$ cat src/sysctl_exc_pkg.sv
// Package with the map, field layout, reset values and core-side carriers of the exception registers.
package sysctl_exc_pkg;

  ////////////////////////////////////////////////////////////////////////////////
  // Register byte addresses.
  localparam logic [31:0] ADDR_AUX_DISABLE    = 32'he000e008;
  localparam logic [31:0] ADDR_PROC_ID        = 32'he000ed00;
  localparam logic [31:0] ADDR_INT_CTRL_STATE = 32'he000ed04;
  localparam logic [31:0] ADDR_VECTOR_TABLE   = 32'he000ed08;
  localparam logic [31:0] ADDR_APP_INT_RESET  = 32'he000ed0c;

  ////////////////////////////////////////////////////////////////////////////////
  // Auxiliary disable field positions.
  localparam int AUX_MCYC_BIT   = 0;
  localparam int AUX_DEFWB_BIT  = 1;
  localparam int AUX_FOLD_BIT   = 2;
  localparam int AUX_FPCTX_BIT  = 8;
  localparam int AUX_FPOOO_BIT  = 9;

  // Identification fields; every value below is arbitrary and names no maker.
  localparam logic [7:0]  ID_IMPLEMENTER = 8'h5a;
  localparam logic [3:0]  ID_VARIANT     = 4'h1;
  localparam logic [3:0]  ID_CONSTANT    = 4'h7;
  localparam logic [11:0] ID_PART_NUMBER = 12'h123;
  localparam logic [3:0]  ID_REVISION    = 4'h2;

  // Interrupt control and state field positions.
  localparam int ICS_NMI_SET_BIT   = 31;
  localparam int ICS_DS_SET_BIT    = 28;
  localparam int ICS_DS_CLR_BIT    = 27;
  localparam int ICS_TICK_SET_BIT  = 26;
  localparam int ICS_TICK_CLR_BIT  = 25;
  localparam int ICS_ISR_PEND_BIT  = 22;
  localparam int ICS_VPEND_LSB     = 12;
  localparam int ICS_RET_BASE_BIT  = 11;

  // Vector table offset field.
  localparam int VTO_LSB = 7;
  localparam int VTO_MSB = 29;

  // Application interrupt and reset control fields.
  localparam logic [15:0] AIR_WRITE_KEY    = 16'h05fa;
  localparam logic [15:0] AIR_READ_KEY     = 16'hfa05;
  localparam int          AIR_ENDIAN_BIT   = 15;
  localparam int          AIR_PRIGRP_LSB   = 8;
  localparam int          AIR_SYSRST_BIT   = 2;
  localparam logic        AIR_ENDIANNESS   = 1'b0;
  localparam logic [2:0]  AIR_PRIGRP_RESET = 3'h0;

  // Exception numbers of the system exceptions held here.
  localparam logic [8:0] EXC_NMI      = 9'h002;
  localparam logic [8:0] EXC_DEFERRED = 9'h00e;
  localparam logic [8:0] EXC_TICK     = 9'h00f;

  ////////////////////////////////////////////////////////////////////////////////
  // Disable controls steering the core pipeline.
  typedef struct packed {
    logic fp_out_of_order_disable;
    logic fp_context_update_disable;
    logic fold_disable;
    logic default_write_buffer_disable;
    logic multicycle_interrupt_disable;
  } aux_ctrl_t;

  // State reported by the core exception logic.
  typedef struct packed {
    logic [8:0] program_status_exception_bits;
    logic       preempted_active;
    logic       ext_any_pending;
    logic [8:0] ext_best_number;
    logic [7:0] ext_best_priority;
    logic [7:0] deferred_priority;
    logic [7:0] tick_priority;
    logic [7:0] base_priority_mask;
    logic       fault_mask_a;
  } core_status_t;

  // One-cycle handler entry pulses from the core.
  typedef struct packed {
    logic nmi_entry;
    logic deferred_entry;
    logic tick_entry;
  } exc_entry_t;

  // Pending system exceptions offered to the core.
  typedef struct packed {
    logic       nmi_pending;
    logic       deferred_pending;
    logic       tick_pending;
    logic [8:0] pending_vector_number;
  } exc_pending_t;

endpackage : sysctl_exc_pkg

$ cat src/system_control_exception_regs.sv
// System control exception registers: disable bits, identification, pending control, table, keyed control.
//
// Function
// (RQ1) Out-of-order floating point disable bit drives core control output.
// (RQ2) Floating point context disable bit stops automatic context flag updates.
// (RQ3) Fold disable bit stops overlapping the if-then instruction with its block.
// (RQ4) Default write buffer disable bit makes every default-map store complete first.
// (RQ5) Multi-cycle interruption disable bit keeps load/store multiple uninterrupted.
// (RQ6) Identification word: implementer, variant, constant, part number, revision fields.
// (RQ7) Writing 1 sets non-maskable pending; 0 ignored; read shows pending.
// (RQ8) Non-maskable handler entry clears pending; new assertion during handler sets it.
// (RQ9) Only a written 1 sets deferred service pending; read shows it.
// (RQ10) Writing 1 to deferred service clear bit removes pending; 0 ignored.
// (RQ11) Writing 1 sets tick pending; 0 ignored; read shows pending.
// (RQ12) Writing 1 to tick clear removes pending; bit reads zero.
// (RQ13) Interrupt pending flag shows any pending external interrupt only.
// (RQ14) Pending vector is best eligible exception under base priority, fault mask.
// (RQ15) Return-to-base flag is 0 while preempted active exceptions remain.
// (RQ16) Active vector reads core exception bits, zero in thread mode.
// (RQ17) Software never sets and clears the same pending bit together.
// (RQ18) Table offset holds bits 29:7; bit 29 selects code or SRAM.
// (RQ19) Table offset bits 6:0 are always zero.
// (RQ20) Control writes without the correct key are discarded whole.
// (RQ21) Control layout: key, endianness, grouping, reset request, two debug bits; the code has no debug bits, bits 1:0 read zero.
// (RQ22) Written reset request asserts system reset request; bit reads zero.
// (RQ23) Grouping splits priorities; only group part decides preemption.
// (RQ24) Reserved bits read zero and ignore writes.
`timescale 1ns/100ps
`default_nettype none

module system_control_exception_regs (
  input  wire logic                         CLK_SYS,
  input  wire logic                         RESETN,
  input  wire logic                         CE,
  input  wire logic                         PSEL,
  input  wire logic                         PENABLE,
  input  wire logic                         PWRITE,
  input  wire logic [31:0]                  PADDR,
  input  wire logic [31:0]                  PWDATA,
  output logic      [31:0]                  PRDATA,
  output logic                              PREADY,
  output logic                              PSLVERR,
  input  wire logic                         NMI_PIN,
  input  wire logic                         TICK_EVENT,
  input  wire sysctl_exc_pkg::core_status_t CORE_STATUS,
  input  wire sysctl_exc_pkg::exc_entry_t   EXC_ENTRY,
  output sysctl_exc_pkg::aux_ctrl_t         AUX_CTRL,
  output sysctl_exc_pkg::exc_pending_t      EXC_PENDING,
  output logic      [31:0]                  VECTOR_BASE,
  output logic      [2:0]                   PRIO_GROUP,
  output logic                              SYS_RESET_REQ
);
  import sysctl_exc_pkg::*;

  ////////////////////////////////////////////////////////////////////////////////
  // Functions.

  // Keeps only the group part of a priority; the low bits are subpriority.
  function automatic logic [7:0] group_of(input logic [7:0] prio, input logic [2:0] grp);
    logic [7:0] mask;
    mask = 8'hff << (4'(grp) + 4'h1);
    return prio & mask;
  endfunction : group_of

  // True when a candidate may be taken despite base priority and fault mask.
  function automatic logic eligible(input logic [7:0] prio, input logic [2:0] grp,
                                    input logic [7:0] base, input logic fmask);
    return !fmask && ((base == 8'h00) || (group_of(prio, grp) < group_of(base, grp)));
  endfunction : eligible

  // True when candidate a outranks b: lower group priority, then lower number.
  function automatic logic outranks(input logic [7:0] pa, input logic [8:0] na,
                                    input logic [7:0] pb, input logic [8:0] nb,
                                    input logic [2:0] grp);
    logic [7:0] ga;
    logic [7:0] gb;
    ga = group_of(pa, grp);
    gb = group_of(pb, grp);
    return (ga < gb) || ((ga == gb) && (na < nb));
  endfunction : outranks

  ////////////////////////////////////////////////////////////////////////////////
  // Reset release and pin synchroniser.

  logic rst_meta;
  logic rst_n;
  logic nmi_meta;
  logic nmi_sync;
  logic nmi_prev;

  // The reset is applied at once but released only through two flops.
  always_ff @(posedge CLK_SYS or negedge RESETN) begin
    if (!RESETN) begin
      rst_meta <= 1'b0;
      rst_n    <= 1'b0;
    end else begin
      rst_meta <= 1'b1;
      rst_n    <= rst_meta;
    end
  end

  // The pin is asynchronous; only the second flop and later are looked at.
  always_ff @(posedge CLK_SYS or negedge rst_n) begin
    if (!rst_n) begin
      nmi_meta <= 1'b0;
      nmi_sync <= 1'b0;
      nmi_prev <= 1'b0;
    end else if (CE) begin
      nmi_meta <= NMI_PIN;
      nmi_sync <= nmi_meta;
      nmi_prev <= nmi_sync;
    end
  end

  logic nmi_rise;
  assign nmi_rise = nmi_sync & ~nmi_prev;

  ////////////////////////////////////////////////////////////////////////////////
  // Bus decode.

  logic setup_phase;
  logic access_phase;
  logic wr_strobe;
  logic addr_hit;

  // Reads are captured in the setup cycle so the data leaves a flop with one wait-free access.
  assign setup_phase  = CE & PSEL & ~PENABLE;
  assign access_phase = CE & PSEL & PENABLE;
  assign wr_strobe    = access_phase & PWRITE & addr_hit;

  // Misaligned or unmapped addresses miss and answer with an error.
  always_comb begin
    unique case (PADDR)
      ADDR_AUX_DISABLE, ADDR_PROC_ID, ADDR_INT_CTRL_STATE,
      ADDR_VECTOR_TABLE, ADDR_APP_INT_RESET: addr_hit = 1'b1;
      default:                               addr_hit = 1'b0;
    endcase
  end

  // Handshake: the access phase always completes, frozen only while CE is low.
  assign PREADY = access_phase;

  ////////////////////////////////////////////////////////////////////////////////
  // Register state.

  logic [4:0]  aux;
  logic        nmi_pend;
  logic        ds_pend;
  logic        tick_pend;
  logic [22:0] tbl_off;
  logic [2:0]  prio_grp;
  logic        sys_req;
  logic [31:0] rdata;
  logic        rerr;

  logic [4:0]  next_aux;
  logic        next_nmi_pend;
  logic        next_ds_pend;
  logic        next_tick_pend;
  logic [22:0] next_tbl_off;
  logic [2:0]  next_prio_grp;
  logic        next_sys_req;
  logic [31:0] next_rdata;
  logic        next_rerr;

  logic        wr_aux;
  logic        wr_ics;
  logic        wr_vto;
  logic        wr_air;
  logic        key_ok;
  logic [8:0]  vpend;
  logic [8:0]  active_num;

  assign wr_aux = wr_strobe && (PADDR == ADDR_AUX_DISABLE);
  assign wr_ics = wr_strobe && (PADDR == ADDR_INT_CTRL_STATE);
  assign wr_vto = wr_strobe && (PADDR == ADDR_VECTOR_TABLE);
  assign wr_air = wr_strobe && (PADDR == ADDR_APP_INT_RESET);
  assign key_ok = (PWDATA[31:16] == AIR_WRITE_KEY); // RQ20

  // Active number mirrors the core's exception bits; zero already means thread mode.
  assign active_num = CORE_STATUS.program_status_exception_bits; // RQ16

  ////////////////////////////////////////////////////////////////////////////////
  // Pending vector arbitration.

  // Non-maskable always wins; the others compete on group priority, then lower exception number.
  always_comb begin
    logic [7:0] best_p;
    logic [8:0] best_n;
    logic       found;
    best_p = 8'hff;
    best_n = 9'h000;
    found  = 1'b0;
    if (CORE_STATUS.ext_best_number != 9'h000 &&
        eligible(CORE_STATUS.ext_best_priority, prio_grp,
                 CORE_STATUS.base_priority_mask, CORE_STATUS.fault_mask_a)) begin // RQ14
      best_p = CORE_STATUS.ext_best_priority;
      best_n = CORE_STATUS.ext_best_number;
      found  = 1'b1;
    end
    if (tick_pend &&
        eligible(CORE_STATUS.tick_priority, prio_grp,
                 CORE_STATUS.base_priority_mask, CORE_STATUS.fault_mask_a) &&
        (!found || outranks(CORE_STATUS.tick_priority, EXC_TICK, best_p, best_n,
                            prio_grp))) begin // RQ23
      best_p = CORE_STATUS.tick_priority;
      best_n = EXC_TICK;
      found  = 1'b1;
    end
    if (ds_pend &&
        eligible(CORE_STATUS.deferred_priority, prio_grp,
                 CORE_STATUS.base_priority_mask, CORE_STATUS.fault_mask_a) &&
        (!found || outranks(CORE_STATUS.deferred_priority, EXC_DEFERRED, best_p, best_n,
                            prio_grp))) begin // RQ23
      best_p = CORE_STATUS.deferred_priority;
      best_n = EXC_DEFERRED;
      found  = 1'b1;
    end
    vpend = nmi_pend ? EXC_NMI : (found ? best_n : 9'h000); // RQ14
  end

  ////////////////////////////////////////////////////////////////////////////////
  // Next-state logic for all registers.

  // Hardware sets are applied after software and entry clears, so a set in the
  // same cycle as a clear is never lost.
  always_comb begin
    next_aux       = aux;
    next_nmi_pend  = nmi_pend;
    next_ds_pend   = ds_pend;
    next_tick_pend = tick_pend;
    next_tbl_off   = tbl_off;
    next_prio_grp  = prio_grp;
    next_sys_req   = sys_req;
    next_rdata     = rdata;
    next_rerr      = rerr;

    if (wr_aux) begin
      next_aux = {PWDATA[AUX_FPOOO_BIT], PWDATA[AUX_FPCTX_BIT], PWDATA[AUX_FOLD_BIT],
                  PWDATA[AUX_DEFWB_BIT], PWDATA[AUX_MCYC_BIT]}; // RQ24
    end

    // Clears first: handler entry and written clear bits.
    if (EXC_ENTRY.nmi_entry) begin
      next_nmi_pend = 1'b0; // RQ8
    end
    if (EXC_ENTRY.deferred_entry || (wr_ics && PWDATA[ICS_DS_CLR_BIT])) begin
      next_ds_pend = 1'b0; // RQ10
    end
    if (EXC_ENTRY.tick_entry || (wr_ics && PWDATA[ICS_TICK_CLR_BIT])) begin
      next_tick_pend = 1'b0; // RQ12
    end

    // Sets last; a set and clear in one write leaves the bit set.
    if ((wr_ics && PWDATA[ICS_NMI_SET_BIT]) || nmi_rise) begin
      next_nmi_pend = 1'b1; // RQ7 RQ8
    end
    if (wr_ics && PWDATA[ICS_DS_SET_BIT]) begin
      next_ds_pend = 1'b1; // RQ9 RQ17
    end
    if ((wr_ics && PWDATA[ICS_TICK_SET_BIT]) || TICK_EVENT) begin
      next_tick_pend = 1'b1; // RQ11 RQ17
    end

    if (wr_vto) begin
      next_tbl_off = PWDATA[VTO_MSB:VTO_LSB]; // RQ18 RQ19
    end

    // A wrong key discards the whole write, reset request included.
    if (wr_air && key_ok) begin // RQ20
      next_prio_grp = PWDATA[AIR_PRIGRP_LSB +: 3]; // RQ21
      if (PWDATA[AIR_SYSRST_BIT]) begin
        next_sys_req = 1'b1; // RQ22
      end
    end

    // Read data and error are captured in the setup cycle.
    if (setup_phase) begin
      next_rerr  = ~addr_hit;
      next_rdata = 32'h0000_0000;
      if (!PWRITE) begin
        unique case (PADDR)
          ADDR_AUX_DISABLE: begin
            next_rdata[AUX_FPOOO_BIT] = aux[4];
            next_rdata[AUX_FPCTX_BIT] = aux[3];
            next_rdata[AUX_FOLD_BIT]  = aux[2];
            next_rdata[AUX_DEFWB_BIT] = aux[1];
            next_rdata[AUX_MCYC_BIT]  = aux[0];
          end
          ADDR_PROC_ID: begin
            next_rdata = {ID_IMPLEMENTER, ID_VARIANT, ID_CONSTANT, ID_PART_NUMBER,
                          ID_REVISION}; // RQ6
          end
          ADDR_INT_CTRL_STATE: begin
            next_rdata[ICS_NMI_SET_BIT]          = nmi_pend; // RQ7
            next_rdata[ICS_DS_SET_BIT]           = ds_pend; // RQ9
            next_rdata[ICS_TICK_SET_BIT]         = tick_pend; // RQ11
            next_rdata[ICS_ISR_PEND_BIT]         = CORE_STATUS.ext_any_pending; // RQ13
            next_rdata[ICS_VPEND_LSB +: 9]       = vpend; // RQ14
            next_rdata[ICS_RET_BASE_BIT]         = ~CORE_STATUS.preempted_active; // RQ15
            next_rdata[8:0]                      = active_num; // RQ16
          end
          ADDR_VECTOR_TABLE: begin
            next_rdata[VTO_MSB:VTO_LSB] = tbl_off; // RQ19
          end
          ADDR_APP_INT_RESET: begin
            next_rdata[31:16]                 = AIR_READ_KEY;
            next_rdata[AIR_ENDIAN_BIT]        = AIR_ENDIANNESS;
            next_rdata[AIR_PRIGRP_LSB +: 3]   = prio_grp; // RQ21
          end
          default: begin
            next_rdata = 32'h0000_0000; // RQ24
          end
        endcase
      end
    end
  end

  // Registers only; CE low freezes every bit.
  always_ff @(posedge CLK_SYS or negedge rst_n) begin
    if (!rst_n) begin
      aux       <= 5'h00;
      nmi_pend  <= 1'b0;
      ds_pend   <= 1'b0;
      tick_pend <= 1'b0;
      tbl_off   <= 23'h000000;
      prio_grp  <= AIR_PRIGRP_RESET;
      sys_req   <= 1'b0;
      rdata     <= 32'h0000_0000;
      rerr      <= 1'b0;
    end else if (CE) begin
      aux       <= next_aux;
      nmi_pend  <= next_nmi_pend;
      ds_pend   <= next_ds_pend;
      tick_pend <= next_tick_pend;
      tbl_off   <= next_tbl_off;
      prio_grp  <= next_prio_grp;
      sys_req   <= next_sys_req;
      rdata     <= next_rdata;
      rerr      <= next_rerr;
    end
  end

  ////////////////////////////////////////////////////////////////////////////////
  // Outputs.

  assign PRDATA  = rdata;
  assign PSLVERR = PREADY & rerr;

  // The disable controls go straight to the pipeline.
  assign AUX_CTRL.fp_out_of_order_disable      = aux[4]; // RQ1
  assign AUX_CTRL.fp_context_update_disable    = aux[3]; // RQ2
  assign AUX_CTRL.fold_disable                 = aux[2]; // RQ3
  assign AUX_CTRL.default_write_buffer_disable = aux[1]; // RQ4
  assign AUX_CTRL.multicycle_interrupt_disable = aux[0]; // RQ5

  assign EXC_PENDING.nmi_pending           = nmi_pend;
  assign EXC_PENDING.deferred_pending      = ds_pend;
  assign EXC_PENDING.tick_pending          = tick_pend;
  assign EXC_PENDING.pending_vector_number = vpend; // RQ14

  // Low seven bits of the base are tied to zero by construction.
  assign VECTOR_BASE = {2'b00, tbl_off, 7'h00}; // RQ18 RQ19
  assign PRIO_GROUP  = prio_grp; // RQ23

  // The request holds until the system reset it asks for arrives.
  assign SYS_RESET_REQ = sys_req; // RQ22

endmodule : system_control_exception_regs

`default_nettype wire

$ cat config.mk
export PLATFORM = sky130hd
export DESIGN_NAME = system_control_exception_regs
export DESIGN_NICKNAME = d
export VERILOG_FILES = /design/src/sysctl_exc_pkg.sv /design/src/system_control_exception_regs.sv
export SDC_FILE = /design/constraint.sdc
export NUM_CORES = 1
export LEC_CHECK = 0
export ABC_AREA = 0
export BUFFER_PORTS_ARGS = -buffer_cell sky130_fd_sc_hd__buf_2
export CORE_MARGIN = 2
export CORE_UTILIZATION = 34
export CTS_BUF_LIST = sky130_fd_sc_hd__clkbuf_8
export CTS_CLUSTER_DIAMETER = 200
export CTS_CLUSTER_SIZE = 10
export DETAILED_ROUTE_END_ITERATION = 8
export GPL_ROUTABILITY_DRIVEN = 0
export MAX_ROUTING_LAYER = met4
export SLEW_MARGIN = 30
export SYNTH_ARGS = -nofsm -noshare
export SYNTH_HDL_FRONTEND = slang
export SYNTH_SLANG_ARGS = --single-unit
$ cat constraint.sdc
create_clock -name CLK_SYS -period 7.98 [get_ports CLK_SYS]
set_input_delay 0 -clock CLK_SYS [delete_from_list [all_inputs] [get_ports CLK_SYS]]
set_output_delay 0 -clock CLK_SYS [all_outputs]
set_load 0.02 [all_outputs]
==> impl_results.md <==
- Status: complete, no violations
- CP Class: flip-flop to output port
- # H-tree levels: 3
- HPWL Detailed: 13300 um
- CTS resizes: 0
- Count of cell types in the netlist: 68
- Final WL: 17300 um
- Crit start category: flip-flop
- Initial antenna violation count: 0
- Core area: 14000 um^2
- Number of global-route vias before repair: 5296
- Warnings, synthesis: 0
- Layout Skew: 0.0139 ns
- CTS tree: yes
- Switch Pwr: 0.251 mW
- Cell taking the most area after synthesis: dfrtp_1
- CTS Root Cell: clkbuf_8
- Clock transition at path regs: 0.08 ns
- Post-synth ARST share: 100%
- Max-Slew Margin vs Limit: 36.5%
- Die Height: 124 um
- Max-cap violations: 0
- Fraction of layout cells with a size suffix above 1: 37.1%
- DP Area: 6050 um^2
- Clock buffer depth: 2
- Peak supply drop: 0.000122 V
- Post-Syn Area: 4930 um^2
- Mapped Cells: 499
- Post-Route Utilization: 48.1%
- Initial core utilization: 35.1%
- Largest net degree at the start of global routing: 72
- Crit path DAT: 7.13 ns
- Seq/Total Area, Yosys: 37.1%
- Number of diodes: 0
- Power Density: 128 nW/um^2
- FF+latch count, synth: 73
- Inst Count DP: 862
- Die ar.: 15500 um^2
- Slowest cell delay on critical path: 0.73 ns
- Die X: 124 um
- Post-route ant nets: 0
- Post-synth EDFFs: 0
- Leak Pwr: 3.52 nW
- DR pass1 iterations: 5
- Buffers on Ports: 201
- Grt total ovfl: 0
- Layout net count: 910
- Vias: 5052
- Maximum clock frequency: 140 MHz
- CP endpoint kind: output port
- Count leader, synth: dfrtp_1
- # setup viols final: 0
- Fin. max-slew vios: 0
- Clock power share: 33.9%
- Critical Path RT: 7.98 ns
- Critical Path Fanout Max: 12
- Setup TNS: 0 ns
- CTS buffer count: 9
- RSZ-0062 raised after global routing: no
- Hold Violations, Final: 0
- Area Growth Syn to Fin: 37.1%
- Ports: 215
- Post-synth top cells: dfrtp_1, nand2_1, ha_1
- Synth top area cells: dfrtp_1, ha_1, mux2_2
- Clk_lat worst skew: 0.36 ns
- Row Count: 43
- Postcts setup bufs: 0
- # DRC: 0
- Yosys top cell area share: 37.1%
- Avg Cell Area, Syn: 9.88 um^2
- Reg power frac: 44.5%
- Critical path's most frequent cell: ha_1
- Switch share: 29.1%
- All-Layer GR Usage: 22.8%
- Hold Slack: 0.0295 ns
- Prevailing post-synth register cell: dfrtp_1
- Vias/cell: 5.45
- Clock Sinks: 73
- HP Class: input pin to flip-flop
- Final period util: 89.3%
- Worst-margin pin slew: 0.946 ns
- Global-route wire length before repair: 27700 um
- Final instance area: 6760 um^2
- Comb power frac: 21.6%
- Fin cells: 927
- Int Power: 0.612 mW
- Drt wl/cell: 18.6 um
- Min cycle time layout: 7.13 ns
- Drt initial violations: 299
- CP max stage cell: o21ai_1
- Hold Buf Count CTS: 48
-- power by group through the flow --
stage	clock network, mW	logic [mW]	registers (mW)
2_1_floorplan	0	0.0973	0.391
3_3_place_gp	0	0.154	0.395
3_5_place_dp	0	0.159	0.396
4_1_cts	0.299	0.178	0.389
5_1_grt	0.316	0.205	0.385
6_report	0.293	0.187	0.384
-- layout by cell type (no fill, tap or decap), types with 3 or more instances in the layout --
cell type      instances
nor3_1                 7
nor2_1                12
a221o_1                4
nor2b_1                5
or2_2                  5
dlygate4sd3_1         48
nor4_1                10
o31ai_1                5
nand2b_1               6
o211ai_1               4
inv_1                  7
ha_1                  40
nor4b_1                3
a21oi_1               23
a22o_1                11
conb_1                10
clkbuf_8              10
buf_4                  3
mux2_2                32
nand2_1               52
o21a_1                10
and2_1                27
and3_1                 8
a21o_1                14
buf_2                201
nand3_1                4
a22oi_1                8
o21ai_0               33
o221ai_1               7
nand4_1                8
dfrtp_1               72
-- stage by stage --
stage | power (mW) | setup slack, ns
floorplan | 0.488 | 2.14
global placement | 0.550 | 1.56
detailed placement | 0.555 | 1.39
CTS | 0.865 | 0.968
global route | 0.906 | 0.298
finish | 0.863 | 0.851
-- critical path: cells and delay by family (launching register included) --
kind | cells | cell delay [ns]
compound gates | 12 | 2.74
xor+xnor | 1 | 0.26
fa+ha+maj | 4 | 1.26
buf+inv | 1 | 0.16
flops | 1 | 0.46
simple gates | 9 | 1.87
-- metal layers --
metal | GRT usage, % | up-vias | part of all wire [%]
met2 | 38.6 | 223 | 50
li1 | - | 2351 | -
met5 | - | - | 0
met3 | 4.98 | 28 | 6.5
met4 | 6.87 | 0 | 2.1
met1 | 27.4 | 2450 | 41
-- kinds of logic after synthesis --
| kind of cell | after synthesis | synth area share [%] |
|---|---|---|
| AOI/OAI and AO/OA | 142 | 20.3 |
| DFF | 73 | 37.1 |
| xor gates and xnor gates | 1 | 0.178 |
| adders and majority gates | 40 | 10.2 |
| other | 2 | 0.152 |
| buffers and inverters | 35 | 3.81 |
| and+or+nand+nor | 173 | 20.8 |
| muxes | 33 | 7.54 |
-- registers in the layout (all words and copies together) (netlist names) --
name           flops
AUX_CTRL           5
PRDATA            32
PRIO_GROUP         3
SYS_RESET_REQ      1
ds_pend            1
nmi_meta           1
nmi_pend           1
nmi_prev           1
nmi_sync           1
rerr               1
rst_meta           1
rst_n              1
tbl_off           23
tick_pend          1
-- cell type report --
cell class / instances / area, um^2
clock inverter: 6 / 60.1
tap: 180 / 225
timing repair buffer: 253 / 1540
sequential: 73 / 1830
clock buffer: 10 / 138
inverter: 6 / 22.5
multi-input combinational: 399 / 2950
fill: 1379 / 7280
-- path summary, 6_finish.rpt --
path | start | to | slack (ns) | cells past startpoint
worst max-delay path | PRIO_GROUP[0]$_DFFE_PN0P_ | EXC_PENDING[8] | 0.85 | 27
worst min-delay path | CE | nmi_sync$_DFFE_PN0P_ | 0.03 | 3
worst max register to register | PRIO_GROUP[0]$_DFFE_PN0P_ | PRDATA[12]$_DFFE_PN0P_ | 1.27 | 26
worst min register to register | rst_n$_DFF_PN0_ | PRDATA[23]$_DFFE_PN0P_ | 0.24 | 0
max in group asynchronous | rst_n$_DFF_PN0_ | PRDATA[1]$_DFFE_PN0P_ | 7.17 | 1
min in group asynchronous | rst_n$_DFF_PN0_ | PRDATA[23]$_DFFE_PN0P_ | 0.24 | 0
Power figures use the tool's default switching activity.
